===== src/design/adrc_pkg.sv =====
package adrc_pkg;
  // Clock and device geometry
  localparam int CLOCK_PERIOD_NS = 8;
  localparam int ADDR_WIDTH = 18;
  localparam int HALF_WIDTH = 9;
  localparam int REFRESH_ROWS = 256;
  localparam int ROW_CNT_WIDTH = 8;

  // Timing figures as printed, 100 ns grade
  localparam int POWER_UP_PAUSE_US = 100;
  localparam int WAKE_UP_CYCLES = 8;
  localparam int REFRESH_INTERVAL_MS = 4;
  localparam int CYCLE_TIME_NS = 190;
  localparam int ROW_PRECHARGE_NS = 80;
  localparam int ROW_PULSE_NS = 100;
  localparam int ROW_TO_COLUMN_DELAY_MIN_NS = 25;
  localparam int ROW_TO_COLUMN_DELAY_MAX_NS = 50;
  localparam int ROW_ACCESS_TIME_NS = 100;
  localparam int COLUMN_PULSE_NS = 50;
  localparam int PAGE_COLUMN_PRECHARGE_NS = 30;
  localparam int COLUMN_TO_WRITE_DELAY_NS = 40;
  localparam int ROW_TO_WRITE_DELAY_NS = 90;
  localparam int WRITE_TO_ROW_LEAD_NS = 35;
  localparam int REFRESH_COLUMN_HOLD_NS = 20;
  localparam int COLUMN_SETUP_NS = 15;
  localparam int DATA_HOLD_NS = 35;

  // Least times round up, longest round down
  localparam int RCD_MIN_CYC = (ROW_TO_COLUMN_DELAY_MIN_NS + CLOCK_PERIOD_NS - 1) / CLOCK_PERIOD_NS;
  localparam int RCD_MAX_CYC = ROW_TO_COLUMN_DELAY_MAX_NS / CLOCK_PERIOD_NS;
  localparam int RAS_CYC = (ROW_PULSE_NS + CLOCK_PERIOD_NS - 1) / CLOCK_PERIOD_NS;
  localparam int RP_CYC = (ROW_PRECHARGE_NS + CLOCK_PERIOD_NS - 1) / CLOCK_PERIOD_NS;
  localparam int RC_CYC = (CYCLE_TIME_NS + CLOCK_PERIOD_NS - 1) / CLOCK_PERIOD_NS;
  localparam int CAS_CYC = (COLUMN_PULSE_NS + CLOCK_PERIOD_NS - 1) / CLOCK_PERIOD_NS;
  localparam int CP_CYC = (PAGE_COLUMN_PRECHARGE_NS + CLOCK_PERIOD_NS - 1) / CLOCK_PERIOD_NS;
  localparam int RAC_CYC = (ROW_ACCESS_TIME_NS + CLOCK_PERIOD_NS - 1) / CLOCK_PERIOD_NS;
  localparam int CWD_CYC = (COLUMN_TO_WRITE_DELAY_NS + CLOCK_PERIOD_NS - 1) / CLOCK_PERIOD_NS;
  localparam int RWD_CYC = (ROW_TO_WRITE_DELAY_NS + CLOCK_PERIOD_NS - 1) / CLOCK_PERIOD_NS;
  localparam int RWL_CYC = (WRITE_TO_ROW_LEAD_NS + CLOCK_PERIOD_NS - 1) / CLOCK_PERIOD_NS;
  localparam int CHR_CYC = (REFRESH_COLUMN_HOLD_NS + CLOCK_PERIOD_NS - 1) / CLOCK_PERIOD_NS;
  localparam int ASC_CYC = (COLUMN_SETUP_NS + CLOCK_PERIOD_NS - 1) / CLOCK_PERIOD_NS;
  localparam int DH_CYC = (DATA_HOLD_NS + CLOCK_PERIOD_NS - 1) / CLOCK_PERIOD_NS;
  localparam int POWER_UP_CYC = (POWER_UP_PAUSE_US * 1000 + CLOCK_PERIOD_NS - 1) / CLOCK_PERIOD_NS;
  localparam int REFRESH_SPACING_CYC = (REFRESH_INTERVAL_MS * 1000000 / REFRESH_ROWS) / CLOCK_PERIOD_NS;

  localparam int TIMER_WIDTH = 16;
  localparam logic [TIMER_WIDTH-1:0] TIMER_ZERO = 16'h0000;
  localparam logic [TIMER_WIDTH-1:0] TIMER_ONE = 16'h0001;

  // Command codes from the user
  typedef enum logic [1:0] {
    ADRC_CMD_READ = 2'b00,
    ADRC_CMD_WRITE = 2'b01,
    ADRC_CMD_RMW = 2'b10
  } adrc_cmd_e;

  // Request from the user side
  typedef struct packed {
    adrc_cmd_e cmd;
    logic page;
    logic [ADDR_WIDTH-1:0] addr;
    logic wrData;
  } adrc_req_s;

  // Pins toward the memory
  typedef struct packed {
    logic rowStrobe_n;
    logic colStrobe_n;
    logic writeStrobe_n;
    logic [HALF_WIDTH-1:0] addr;
    logic dataIn;
  } adrc_pins_s;
endpackage


===== src/design/adrc_timer.sv =====
`timescale 1ns/1ns
// Down-counter that flags expiry; load wins over counting
module adrc_timer (
  input wire logic clock,
  input wire logic reset_n,
  input wire logic enable,
  input wire logic load,
  input wire logic [adrc_pkg::TIMER_WIDTH-1:0] loadValue,
  output logic expired
);
  logic [adrc_pkg::TIMER_WIDTH-1:0] count_ff;

  // Counts down to zero and holds there
  always_ff @(posedge clock or negedge reset_n) begin
    if (!reset_n) begin
      count_ff <= adrc_pkg::TIMER_ZERO;
    end else if (enable) begin
      if (load) begin
        count_ff <= loadValue;
      end else if (count_ff != adrc_pkg::TIMER_ZERO) begin
        count_ff <= count_ff - adrc_pkg::TIMER_ONE;
      end
    end
  end

  // Expiry ignores load: users feed expiry straight back as load
  assign expired = (count_ff == adrc_pkg::TIMER_ZERO);
endmodule


===== src/design/adrc_controller.sv =====
`timescale 1ns/1ns
module adrc_controller #(
  parameter int POWER_UP_CYCLES = adrc_pkg::POWER_UP_CYC,
  parameter int REFRESH_SPACING = adrc_pkg::REFRESH_SPACING_CYC
) (
  input wire logic clock,
  input wire logic reset_n,
  input wire logic clockEnable,
  input wire logic reqValid,
  input wire adrc_pkg::adrc_req_s req,
  input wire logic dataOutPin,
  output logic reqReady,
  output logic rdValid,
  output logic rdData,
  output logic initDone,
  output adrc_pkg::adrc_pins_s pins
);
  typedef enum logic [3:0] {
    ST_POWER = 4'b0000,
    ST_WAKE_LOW = 4'b0001,
    ST_WAKE_HIGH = 4'b0010,
    ST_IDLE = 4'b0011,
    ST_ROW = 4'b0100,
    ST_COL = 4'b0101,
    ST_LATE_WE = 4'b0110,
    ST_COL_END = 4'b0111,
    ST_PAGE_PRE = 4'b1000,
    ST_ROW_END = 4'b1001,
    ST_PRECHARGE = 4'b1010,
    ST_REF_CAS = 4'b1011,
    ST_REF_RAS = 4'b1100
  } adrc_state_e;

  adrc_state_e state_ff;
  adrc_state_e nxt_state;
  adrc_pkg::adrc_pins_s pins_ff;
  adrc_pkg::adrc_pins_s nxt_pins;
  adrc_pkg::adrc_req_s req_ff;
  logic [adrc_pkg::TIMER_WIDTH-1:0] step_ff;
  logic [adrc_pkg::TIMER_WIDTH-1:0] nxt_step;
  logic [adrc_pkg::TIMER_WIDTH-1:0] since_ff;
  logic [adrc_pkg::TIMER_WIDTH-1:0] refreshAge_ff;
  logic [3:0] wakeCount_ff;
  logic refreshDue_ff;
  logic reqReady_ff;
  logic rdValid_ff;
  logic rdData_ff;
  logic initDone_ff;
  logic doutMeta_ff;
  logic doutSync_ff;
  logic refreshTick;
  logic accept;
  // Sample reached when a step counter has run n cycles
  function automatic logic reached(input logic [adrc_pkg::TIMER_WIDTH-1:0] cnt, input int n);
    reached = cnt >= adrc_pkg::TIMER_WIDTH'(n - 1);
  endfunction

  // Refresh spacing; a long count so it is a parameter
  adrc_timer refreshTimer (
    .clock(clock),
    .reset_n(reset_n),
    .enable(clockEnable),
    .load(refreshTick),
    .loadValue(adrc_pkg::TIMER_WIDTH'(REFRESH_SPACING - 1)),
    .expired(refreshTick)
  );

  // Data-out pin is asynchronous to us, two stages first
  always_ff @(posedge clock or negedge reset_n) begin
    if (!reset_n) begin
      doutMeta_ff <= 1'b0;
      doutSync_ff <= 1'b0;
    end else if (clockEnable) begin
      doutMeta_ff <= dataOutPin;
      doutSync_ff <= doutMeta_ff;
    end
  end

  // Evenly spaced distributed refresh, one row per tick
  always_ff @(posedge clock or negedge reset_n) begin
    if (!reset_n) begin
      refreshDue_ff <= 1'b0;
    end else if (clockEnable) begin
      if (refreshTick && initDone_ff) begin
        refreshDue_ff <= 1'b1;
      end else if (state_ff == ST_REF_CAS) begin
        refreshDue_ff <= 1'b0;
      end
    end
  end

  // Overrun watch: a refresh late beyond one spacing restarts wake-up
  always_ff @(posedge clock or negedge reset_n) begin
    if (!reset_n) begin
      refreshAge_ff <= adrc_pkg::TIMER_ZERO;
    end else if (clockEnable) begin
      if (state_ff == ST_REF_CAS || !initDone_ff) begin
        refreshAge_ff <= adrc_pkg::TIMER_ZERO;
      end else if (refreshTick) begin
        refreshAge_ff <= refreshAge_ff + adrc_pkg::TIMER_ONE;
      end
    end
  end

  // Cycles since the last row strobe fall, for random spacing
  always_ff @(posedge clock or negedge reset_n) begin
    if (!reset_n) begin
      since_ff <= adrc_pkg::TIMER_ZERO;
    end else if (clockEnable) begin
      if (pins_ff.rowStrobe_n && !nxt_pins.rowStrobe_n) begin
        since_ff <= adrc_pkg::TIMER_ZERO;
      end else if (since_ff != 16'hFFFF) begin
        since_ff <= since_ff + adrc_pkg::TIMER_ONE;
      end
    end
  end
  assign accept = reqValid && reqReady_ff;

  // Main sequencer: next state, next pins, step counter
  always_comb begin
    nxt_state = state_ff;
    nxt_pins = pins_ff;
    nxt_step = step_ff + adrc_pkg::TIMER_ONE;
    case (state_ff)
      ST_POWER: begin
        if (reached(step_ff, POWER_UP_CYCLES)) begin
          nxt_state = ST_WAKE_LOW;
          nxt_pins.rowStrobe_n = 1'b0;
          nxt_step = adrc_pkg::TIMER_ZERO;
        end
      end
      ST_WAKE_LOW: begin
        if (reached(step_ff, adrc_pkg::RAS_CYC)) begin
          nxt_state = ST_WAKE_HIGH;
          nxt_pins.rowStrobe_n = 1'b1;
          nxt_step = adrc_pkg::TIMER_ZERO;
        end
      end
      ST_WAKE_HIGH: begin
        if (reached(step_ff, adrc_pkg::RP_CYC)) begin
          nxt_step = adrc_pkg::TIMER_ZERO;
          if (wakeCount_ff == 4'(adrc_pkg::WAKE_UP_CYCLES)) begin
            nxt_state = ST_IDLE;
          end else begin
            nxt_state = ST_WAKE_LOW;
            nxt_pins.rowStrobe_n = 1'b0;
          end
        end
      end
      ST_IDLE: begin
        nxt_step = adrc_pkg::TIMER_ZERO;
        // A request already taken must start, else it is lost when refresh falls due
        if (accept && reached(since_ff, adrc_pkg::RC_CYC)) begin
          nxt_state = ST_ROW;
          nxt_pins.rowStrobe_n = 1'b0;
        end else if (refreshAge_ff > adrc_pkg::TIMER_ONE) begin
          nxt_state = ST_WAKE_LOW;
          nxt_pins.rowStrobe_n = 1'b0;
        end else if (refreshDue_ff && reached(since_ff, adrc_pkg::RC_CYC)) begin
          nxt_state = ST_REF_CAS;
          nxt_pins.colStrobe_n = 1'b0;
        end
      end
      ST_ROW: begin
        // Column half goes out once row hold has passed
        if (reached(step_ff, adrc_pkg::ASC_CYC)) begin
          nxt_pins.addr = req_ff.addr[adrc_pkg::HALF_WIDTH-1:0];
          nxt_pins.writeStrobe_n = (req_ff.cmd != adrc_pkg::ADRC_CMD_WRITE);
          nxt_pins.dataIn = req_ff.wrData;
        end
        if (reached(step_ff, adrc_pkg::RCD_MIN_CYC + 1)) begin
          nxt_state = ST_COL;
          nxt_pins.colStrobe_n = 1'b0;
          nxt_step = adrc_pkg::TIMER_ZERO;
        end
      end
      ST_COL: begin
        if (req_ff.cmd == adrc_pkg::ADRC_CMD_RMW && reached(step_ff, adrc_pkg::CWD_CYC)
            && reached(since_ff, adrc_pkg::RWD_CYC)) begin
          nxt_state = ST_LATE_WE;
          nxt_pins.writeStrobe_n = 1'b0;
          nxt_step = adrc_pkg::TIMER_ZERO;
        end else if (req_ff.cmd != adrc_pkg::ADRC_CMD_RMW && reached(step_ff, adrc_pkg::CAS_CYC)
            && reached(since_ff, adrc_pkg::RAC_CYC)) begin
          nxt_state = ST_COL_END;
          nxt_pins.colStrobe_n = 1'b1;
          nxt_step = adrc_pkg::TIMER_ZERO;
        end
      end
      ST_LATE_WE: begin
        if (reached(step_ff, adrc_pkg::DH_CYC) && reached(step_ff, adrc_pkg::RWL_CYC)) begin
          nxt_state = ST_COL_END;
          nxt_pins.colStrobe_n = 1'b1;
          nxt_step = adrc_pkg::TIMER_ZERO;
        end
      end
      ST_COL_END: begin
        // Row rises after the column, read hold is zero
        nxt_pins.writeStrobe_n = 1'b1;
        if (req_ff.page && accept) begin
          nxt_state = ST_PAGE_PRE;
        end else begin
          nxt_state = ST_ROW_END;
          nxt_pins.rowStrobe_n = 1'b1;
        end
        nxt_step = adrc_pkg::TIMER_ZERO;
      end
      ST_PAGE_PRE: begin
        nxt_pins.addr = req_ff.addr[adrc_pkg::HALF_WIDTH-1:0];
        nxt_pins.writeStrobe_n = (req_ff.cmd != adrc_pkg::ADRC_CMD_WRITE);
        nxt_pins.dataIn = req_ff.wrData;
        if (reached(step_ff, adrc_pkg::CP_CYC)) begin
          nxt_state = ST_COL;
          nxt_pins.colStrobe_n = 1'b0;
          nxt_step = adrc_pkg::TIMER_ZERO;
        end
      end
      ST_ROW_END: begin
        nxt_state = ST_PRECHARGE;
        nxt_step = adrc_pkg::TIMER_ZERO;
      end
      ST_PRECHARGE: begin
        if (reached(step_ff, adrc_pkg::RP_CYC)) begin
          nxt_state = ST_IDLE;
        end
      end
      ST_REF_CAS: begin
        nxt_state = ST_REF_RAS;
        nxt_pins.rowStrobe_n = 1'b0;
        nxt_step = adrc_pkg::TIMER_ZERO;
      end
      ST_REF_RAS: begin
        if (reached(step_ff, adrc_pkg::CHR_CYC)) begin
          nxt_pins.colStrobe_n = 1'b1;
        end
        if (reached(step_ff, adrc_pkg::RAS_CYC)) begin
          nxt_state = ST_ROW_END;
          nxt_pins.rowStrobe_n = 1'b1;
        end
      end
      default: begin
        nxt_state = ST_IDLE;
      end
    endcase
    if (nxt_state == ST_ROW && state_ff == ST_IDLE) begin
      nxt_pins.addr = req.addr[adrc_pkg::ADDR_WIDTH-1:adrc_pkg::HALF_WIDTH];
    end
  end

  // Sequencer state and pins
  always_ff @(posedge clock or negedge reset_n) begin
    if (!reset_n) begin
      state_ff <= ST_POWER;
      step_ff <= adrc_pkg::TIMER_ZERO;
      pins_ff <= '{rowStrobe_n: 1'b1, colStrobe_n: 1'b1, writeStrobe_n: 1'b1, addr: '0, dataIn: 1'b0};
    end else if (clockEnable) begin
      state_ff <= nxt_state;
      step_ff <= nxt_step;
      pins_ff <= nxt_pins;
    end
  end

  // Wake-up cycle count, also sets init done
  always_ff @(posedge clock or negedge reset_n) begin
    if (!reset_n) begin
      wakeCount_ff <= 4'h0;
      initDone_ff <= 1'b0;
    end else if (clockEnable) begin
      if (state_ff == ST_IDLE && nxt_state == ST_WAKE_LOW) begin
        wakeCount_ff <= 4'h1;
        initDone_ff <= 1'b0;
      end else if (state_ff == ST_POWER && nxt_state == ST_WAKE_LOW) begin
        wakeCount_ff <= 4'h1;
      end else if (state_ff == ST_WAKE_HIGH && nxt_state == ST_WAKE_LOW) begin
        wakeCount_ff <= wakeCount_ff + 4'h1;
      end else if (state_ff == ST_WAKE_HIGH && nxt_state == ST_IDLE) begin
        initDone_ff <= 1'b1;
      end
    end
  end

  // Request handshake: ready only where a new access may start
  always_ff @(posedge clock or negedge reset_n) begin
    if (!reset_n) begin
      reqReady_ff <= 1'b0;
      req_ff <= '0;
    end else if (clockEnable) begin
      if (accept) begin
        req_ff <= req;
      end
      reqReady_ff <= !accept && ((nxt_state == ST_IDLE && !refreshDue_ff && reached(since_ff, adrc_pkg::RC_CYC - 1))
                     || (nxt_state == ST_COL_END && req_ff.page && !refreshDue_ff));
    end
  end

  // Read data captured just before column rises; output floats after
  always_ff @(posedge clock or negedge reset_n) begin
    if (!reset_n) begin
      rdValid_ff <= 1'b0;
      rdData_ff <= 1'b0;
    end else if (clockEnable) begin
      rdValid_ff <= (state_ff == ST_COL_END && req_ff.cmd != adrc_pkg::ADRC_CMD_WRITE);
      if (state_ff == ST_COL_END && req_ff.cmd != adrc_pkg::ADRC_CMD_WRITE) begin
        rdData_ff <= doutSync_ff;
      end
    end
  end

  assign pins = pins_ff;
  assign reqReady = reqReady_ff;
  assign rdValid = rdValid_ff;
  assign rdData = rdData_ff;
  assign initDone = initDone_ff;
endmodule


===== config.mk =====
export PLATFORM = sky130hd
export DESIGN_NAME = adrc_controller
export DESIGN_NICKNAME = d
export VERILOG_FILES = /design/src/design/adrc_pkg.sv /design/src/design/adrc_timer.sv /design/src/design/adrc_controller.sv
export SDC_FILE = /design/constraint.sdc
export NUM_CORES = 1
export LEC_CHECK = 0
export ABC_CLOCK_PERIOD_IN_PS = 3000
export BUFFER_PORTS_ARGS = -buffer_cell sky130_fd_sc_hd__buf_2
export CAP_MARGIN = 20
export CORE_ASPECT_RATIO = 1.2
export CORE_MARGIN = 2
export CORE_UTILIZATION = 50
export DETAILED_ROUTE_END_ITERATION = 10
export PLACE_DENSITY = 0.67
export SLEW_MARGIN = 20
export SYNTH_ARGS = -nofsm -noshare
export SYNTH_HDL_FRONTEND = slang
export SYNTH_HIERARCHICAL = 1
export SYNTH_SLANG_ARGS = --single-unit

===== constraint.sdc =====
create_clock -name clock -period 3 [get_ports clock]
set_input_delay 0.3 -clock clock [delete_from_list [all_inputs] [get_ports clock]]
set_output_delay 0.3 -clock clock [all_outputs]
set_load 0.05 [all_outputs]

==> results of run 1 <==
-- stage by stage --
step | power (mW) | setup WS [ps]
after floorplan | 3.89 | 247
after global placement | 4.41 | 391
after detailed placement | 4.46 | 300
after CTS | 5.68 | 277
after global routing | 6.03 | 39.0
final | 5.67 | 289
-- Yosys cell counts, types with 4 or more instances --
| cell | count |
|---|---|
| dfrtp_1 | 102 |
| nor2_1 | 68 |
| nand2_1 | 46 |
| mux2_2 | 31 |
| o21ai_0 | 30 |
| a21oi_1 | 29 |
| inv_1 | 22 |
| xor2_1 | 22 |
| nand3_1 | 20 |
| clkbuf_1 | 19 |
| nor3_1 | 19 |
| nand4_1 | 17 |
| ha_1 | 13 |
| nor2b_1 | 13 |
| a22o_1 | 12 |
| and3_1 | 12 |
| nor4_1 | 10 |
| o21ai_1 | 10 |
| o22ai_1 | 10 |
| nand2b_1 | 9 |
| a211oi_1 | 7 |
| and2_1 | 7 |
| mux2i_1 | 7 |
| and4_1 | 6 |
| mux2_1 | 6 |
| or4_1 | 6 |
| a31oi_1 | 5 |
| buf_1 | 5 |
| o21a_1 | 5 |
| or3_1 | 5 |
| a21o_1 | 4 |
| buf_2 | 4 |
| o211ai_1 | 4 |
| o2bb2ai_1 | 4 |
| xnor2_1 | 4 |
-- worst max path at each step --
| stage | start | endpoint | slack (ps) | depth (start not counted) |
|---|---|---|---|---|
| after global routing | refreshTimer/count_ff[0]$_DFFE_PN0P_ | refreshTimer/count_ff[15]$_DFFE_PN0P_ | 40 | 9 |
| after CTS | refreshTimer/count_ff[7]$_DFFE_PN0P_ | refreshTimer/count_ff[11]$_DFFE_PN0P_ | 280 | 8 |
| after detailed placement | refreshTimer/count_ff[7]$_DFFE_PN0P_ | refreshTimer/count_ff[11]$_DFFE_PN0P_ | 300 | 8 |
| after floorplan | refreshTimer/count_ff[7]$_DFFE_PN0P_ | refreshTimer/count_ff[15]$_DFFE_PN0P_ | 250 | 9 |
| final | refreshTimer/count_ff[7]$_DFFE_PN0P_ | refreshTimer/count_ff[11]$_DFFE_PN0P_ | 290 | 8 |
| after global placement | refreshTimer/count_ff[7]$_DFFE_PN0P_ | refreshAge_ff[11]$_DFFE_PN0P_ | 390 | 8 |
-- timing repair --
action                    4_1_cts  5_1_grt
hold endpoints to repair       30        0
hold buffers                    1        0
resized for setup               0        0
-- power breakdown --
group / internal [mW] / total, mW / leakage [nW] / switching [mW]
logic: 0.908 / 2.29 / 1.66 / 1.38
clock network: 0.588 / 1.19 / 0.147 / 0.602
registers: 1.76 / 2.19 / 1.37 / 0.431
total: 3.26 / 5.67 / 3.17 / 2.41
-- sequential cells by signal, summed over array words and instances, names as in the netlist --
signal and cells:
rdData 1, state_ff 4, step_ff 16, req_ff 13, doutMeta_ff 1, doutSync_ff 1, initDone 1, pins 13
refreshAge_ff 16, rdValid 1, wakeCount_ff 4, refreshDue_ff 1, since_ff 16, reqReady 1, refreshTimer/count_ff 16
-- critical path, cell delays in order, from the launching register on --
cell     delay [ps]
dfrtp_1         430
or4_1           560
or2_4           280
nor3_2          370
buf_4           300
nand2_1         160
o41a_1          150
a22oi_1         180
o41ai_1         140
-- cell families (layout without fill, tap and decap cells) --
logic type      after synthesis  count (layout)  synth area share
other cells                   2              16           0.00119
buf+inv                      57             104            0.0396
xor+xnor                     26              26            0.0360
compound gates              164             164             0.181
simple gates                262             262             0.223
mux                          44              44            0.0770
flops                       105             105             0.416
fa+ha+maj                    13              13            0.0257
-- final cells by class --
class | count | area (µm²) | share of cell area
repair buffers | 65 | 398 | 0.0559
inverters | 23 | 86.3 | 0.0121
multi-input cells | 525 | 3500 | 0.491
well taps | 164 | 205 | 0.0288
clock buffers | 9 | 225 | 0.0316
clock inverters | 7 | 75.1 | 0.0105
flip-flops and latches | 105 | 2630 | 0.370
-- routing by layer --
metal / track usage / part of all wire
met5: 0 / 0
met4: 0.0932 / 0.022
met3: 0.0332 / 0.044
met2: 0.379 / 0.48
met1: 0.314 / 0.46
==> results.cfg, run 1 <==
[status]
status = complete, no violations

[global_route]
grt_usage = 0.233
grt_pass1_wl_um = 25300
grt_overflow = 0
grt_max_degree = 56
antenna_found_initial = 0
grt_pass1_vias = 5165

[detailed_routing]
post_drt_wl_per_cell_um = 16.5
drtIter0Drc = 430
ant_nets = 0
first_pass_iters = 5
drc = 0
drt_wl_total_um = 14800
viasPerCell = 5.97
vias = 5359

[floorplan]
die_w_um = 107
ioPinCount = 44
start_util = 0.506
die_area_mm2 = 0.0136
core_area_mm2 = 0.0125
fp-row-count = 45
dieHeight_um = 127

[power]
p_per_area_mw_per_mm2 = 796
peakVddDrop_v = 0.000377
leakagePower_nw = 3.17

[worst_hold_path]
min_to = req_ff[2]$_DFFE_PN0P_
hp-start = req[2]
hp-class = in2reg
whs_path_depth = 2

[timing]
min_period_ps = 2710
fmax_ghz = 0.369
tightest_slew_ps = 742
tns_ps = 0
rsz0062_at_grt = false
setup-violations-final = 0
hold_violations = 0
drv_slew = 0
min_period_over_period = 0.904
hold_ws_ps = 160
fin_skew_ps = 9.40
slew_headroom = 0.504

[synthesis]
synth_flop_cell = dfrtp_1
post-synth-top-area-fraction = 0.404
synth_edf_count = 0
synthTopCellsByArea = dfrtp_1, mux2_2, nor2_1
async_reset_ff_frac = 1.00
syn_avg_cell_area_um2 = 9.39
ys_warn_count = 6
ys_ff_latch = 105
yosys.area.top_type = dfrtp_1
synth.distinct_cells = 82
ys_seq_area_frac = 0.416
synth.cell_area_mm2 = 0.00632
synthCells = 673

[worst_setup_path]
worstRegToRegCells = 8
rrSetupSlack_ps = 290
crit_path_start_kind = flip-flop
criticalPathCategory = reg2reg
worstPathMaxFanout = 18
arrival_ps = 2940
required_ps = 3230
r2r-end = refreshTimer/count_ff[11]$_DFFE_PN0P_
r2r-start = refreshTimer/count_ff[7]$_DFFE_PN0P_
critPathCaptureType = flip-flop

[place]
dp.final_hpwl_um = 10600
port_buffers = 43
post_dp_cell_area_mm2 = 0.00681
dp.cells = 881
place_congestion = 0.925

[final_layout]
area_delta_synth_final_pct = 12.6
final_area_mm2 = 0.00712
fin_nets = 769
final_common_cell = dfrtp_1
final_core_util = 0.570
final_cells = 898
final_cell_mix = dfrtp_1, nor2_1, nand2_1
diodes = 0
drive_above_1_share = 0.178
fill_cells = 1106

[clock_network]
path_clk_slew_ps = 80
clk_latency_ps = 370
cts_root_buf = clkbuf_16
cts.path.max_buffers = 2
numCtsBuffers = 9
cts.sinks = 105
h-tree-depth = 3
cts_tree = done
post_cts_buffers = 0

[run]
maxCapViolCount = 0
Note: power is estimated with default switching activity, not from simulation.
==> run 2, diff against run 1 <==
Settings changed: CORE_MARGIN 2 to default, SYNTH_HIERARCHICAL 1 to default.
==> run 2 against run 1 <==
Net effect: the run now ends with hold timing left; count of clock-buffer cells in the layout unchanged; critical path type unchanged; combinational power grew 31%; synthesized cell count fell by 3.6%; sequential power is 5% higher; die area is 6.0% lower; largest power group unchanged; highest routed layer unchanged; flip-flop and latch count is the same; sequential share of layout area up 1.4 points.
==> results.cfg, run 2 <==
[timing]
fin_skew_ps = 8.03
slew_headroom = 0.513
setup-violations-final = 0
hold_ws_ps = -12.8
fmax_ghz = 0.377
min_period_ps = 2650
drv_slew = 0
tns_ps = 0
min_period_over_period = 0.883
hold_violations = 15
tightest_slew_ps = 730
rsz0062_at_grt = false

[final_layout]
diodes = 0
fill_cells = 1058
area_delta_synth_final_pct = 11.5
multi_input_area_mm2 = 0.00327
final_cell_mix = dfrtp_1, nor2_1, nand2_1
final_common_cell = dfrtp_1
seqCellArea_mm2 = 0.00263
drive_above_1_share = 0.197
fin_nets = 730

[synthesis]
async_reset_ff_frac = 1.00
syn_avg_cell_area_um2 = 9.47
ys_top_cells_by_count = dfrtp_1, nor2_1, nand2_1
ys_ff_latch = 105
yosysMostFrequentCell = dfrtp_1
synth_flop_cell = dfrtp_1
synth_edf_count = 0
post-synth-top-area-fraction = 0.415
yosys.area.top_type = dfrtp_1
synthTopCellsByArea = dfrtp_1, nor2_1, mux2_2
synthesis.nets = 690
ys_seq_area_frac = 0.428
synth.distinct_cells = 74
synth.cell_area_mm2 = 0.00615
synthCells = 649
ys_warn_count = 0

[global_route]
grt_pass1_wl_um = 23200
antenna_found_initial = 0
grt_usage = 0.239
grt_max_degree = 81
grt_overflow = 0
grt_pass1_vias = 4822

[power]
p_per_area_mw_per_mm2 = 950
peakVddDrop_v = 0.000555
leakagePower_nw = 2.98
totalPowerFinal_mw = 6.51

[floorplan]
ioPinCount = 44
fp-row-count = 44
die_area_mm2 = 0.0127
start_util = 0.510
die_w_um = 103
core_area_mm2 = 0.0121
dieHeight_um = 123

[detailed_routing]
drt_wl_total_um = 13900
drc = 0
vias = 4910
post_drt_wl_per_cell_um = 16.3
first_pass_iters = 4
ant_nets = 0
drtIter0Drc = 273
viasPerCell = 5.74

[worst_setup_path]
arrival_ps = 2910
criticalPathCategory = reg2reg
worstPathMaxFanout = 7
crit_path_start_kind = flip-flop
required_ps = 3260
critPathCaptureType = flip-flop

[clock_network]
cts_tree = done
clk_latency_ps = 360
cts.sinks = 105
h-tree-depth = 3
cts.path.max_buffers = 2
path_clk_slew_ps = 70
numCtsBuffers = 9
cts.hold.buffers_added = 0
cts_root_buf = clkbuf_16

[place]
place_congestion = 0.962
dp.final_hpwl_um = 10200
port_buffers = 43

[worst_hold_path]
hp-class = in2async

[run]
maxCapViolCount = 0

[status]
violations = hold timing
status = finished, violations left
run 2: changes by cell type in the layout (fill, tap and decap cells not counted), sizes merged, moves of 7 or more:
cell   before  now
a21oi      29   39
a22o       12    3
conb       16    0
inv        24   33
mux2       37   20
nor2       69   76
o21ai      41   30
xnor2       4   19
run 2: cell families (layout without fill, tap and decap cells):
family / Yosys count / in the layout / synth area share
compound gates: 130 / 130 / 0.152
fa+ha+maj: 14 / 14 / 0.0285
xor+xnor: 39 / 39 / 0.0556
mux: 32 / 32 / 0.0562
buf+inv: 59 / 104 / 0.0415
simple gates: 270 / 270 / 0.238
flops: 105 / 105 / 0.428
run 2: final timing paths:
kind | startpoint | end | cells after the start | slack (ps)
worst max-delay path | step_ff[7]$_DFFE_PN0P_ | step_ff[7]$_DFFE_PN0P_ | 8 | 350
worst min-delay path | reset_n | step_ff[9]$_DFFE_PN0P_ | 1 | -10
worst max register to register | step_ff[7]$_DFFE_PN0P_ | step_ff[7]$_DFFE_PN0P_ | 8 | 350
worst min register to register | pins[10]$_DFFE_PN1P_ | pins[10]$_DFFE_PN1P_ | 2 | 480
max in group asynchronous | reset_n | wakeCount_ff[3]$_DFFE_PN0P_ | 2 | 2340
min in group clock | req[1] | req_ff[1]$_DFFE_PN0P_ | 2 | 170
run 2: where the power goes:
| part | switching [mW] | total, mW | internal, mW |
|---|---|---|---|
| Combinational | 1.85 | 3.01 | 1.16 |
| Sequential | 0.465 | 2.30 | 1.84 |
| Clock | 0.603 | 1.20 | 0.597 |
run 2: area by class of cell:
cell class | instances | area share
sequential | 105 | 0.384
inverter | 30 | 0.0164
clock buffer | 9 | 0.0328
tap | 161 | 0.0294
clock inverter | 7 | 0.0124
timing repair buffer | 58 | 0.0487
multi-input combinational | 485 | 0.476
run 2: what timing repair did:
item / in CTS / in global routing
setup buffers: 0 / 0
resized for setup: 0 / 1
endpoints found under the setup margin: 0 / 9
run 2: per-stage QoR:
step                cells  hold WS, ps  setup slack [ps]  utilization  instance area, µm²
finish                855        -12.8               351        0.569                6860
global route          855         54.4               115        0.569                6860
CTS                   855          152               182        0.568                6850
detailed placement    839          471               203        0.543                6540
global placement      839          468               346        0.543                6540
floorplan             649         4.41               710            -                6150
run 2: worst max-delay path, stage by stage (launching register included):
cell and delay (ps):
dfrtp_1 440, nor4_2 510, nand4_1 360, a41o_1 380, o32ai_2 160, a211oi_2 100
buf_4 180, nand2b_4 170, o311ai_2 260
run 2: metal layers:
layer  vias to the layer above  share of wire  global-route usage
met3                        28          0.033              0.0469
li1                       2387              -                   -
met4                         0          0.028              0.0960
met2                       101           0.50               0.404
met1                      2394           0.44               0.298
met5                         -              0                   0
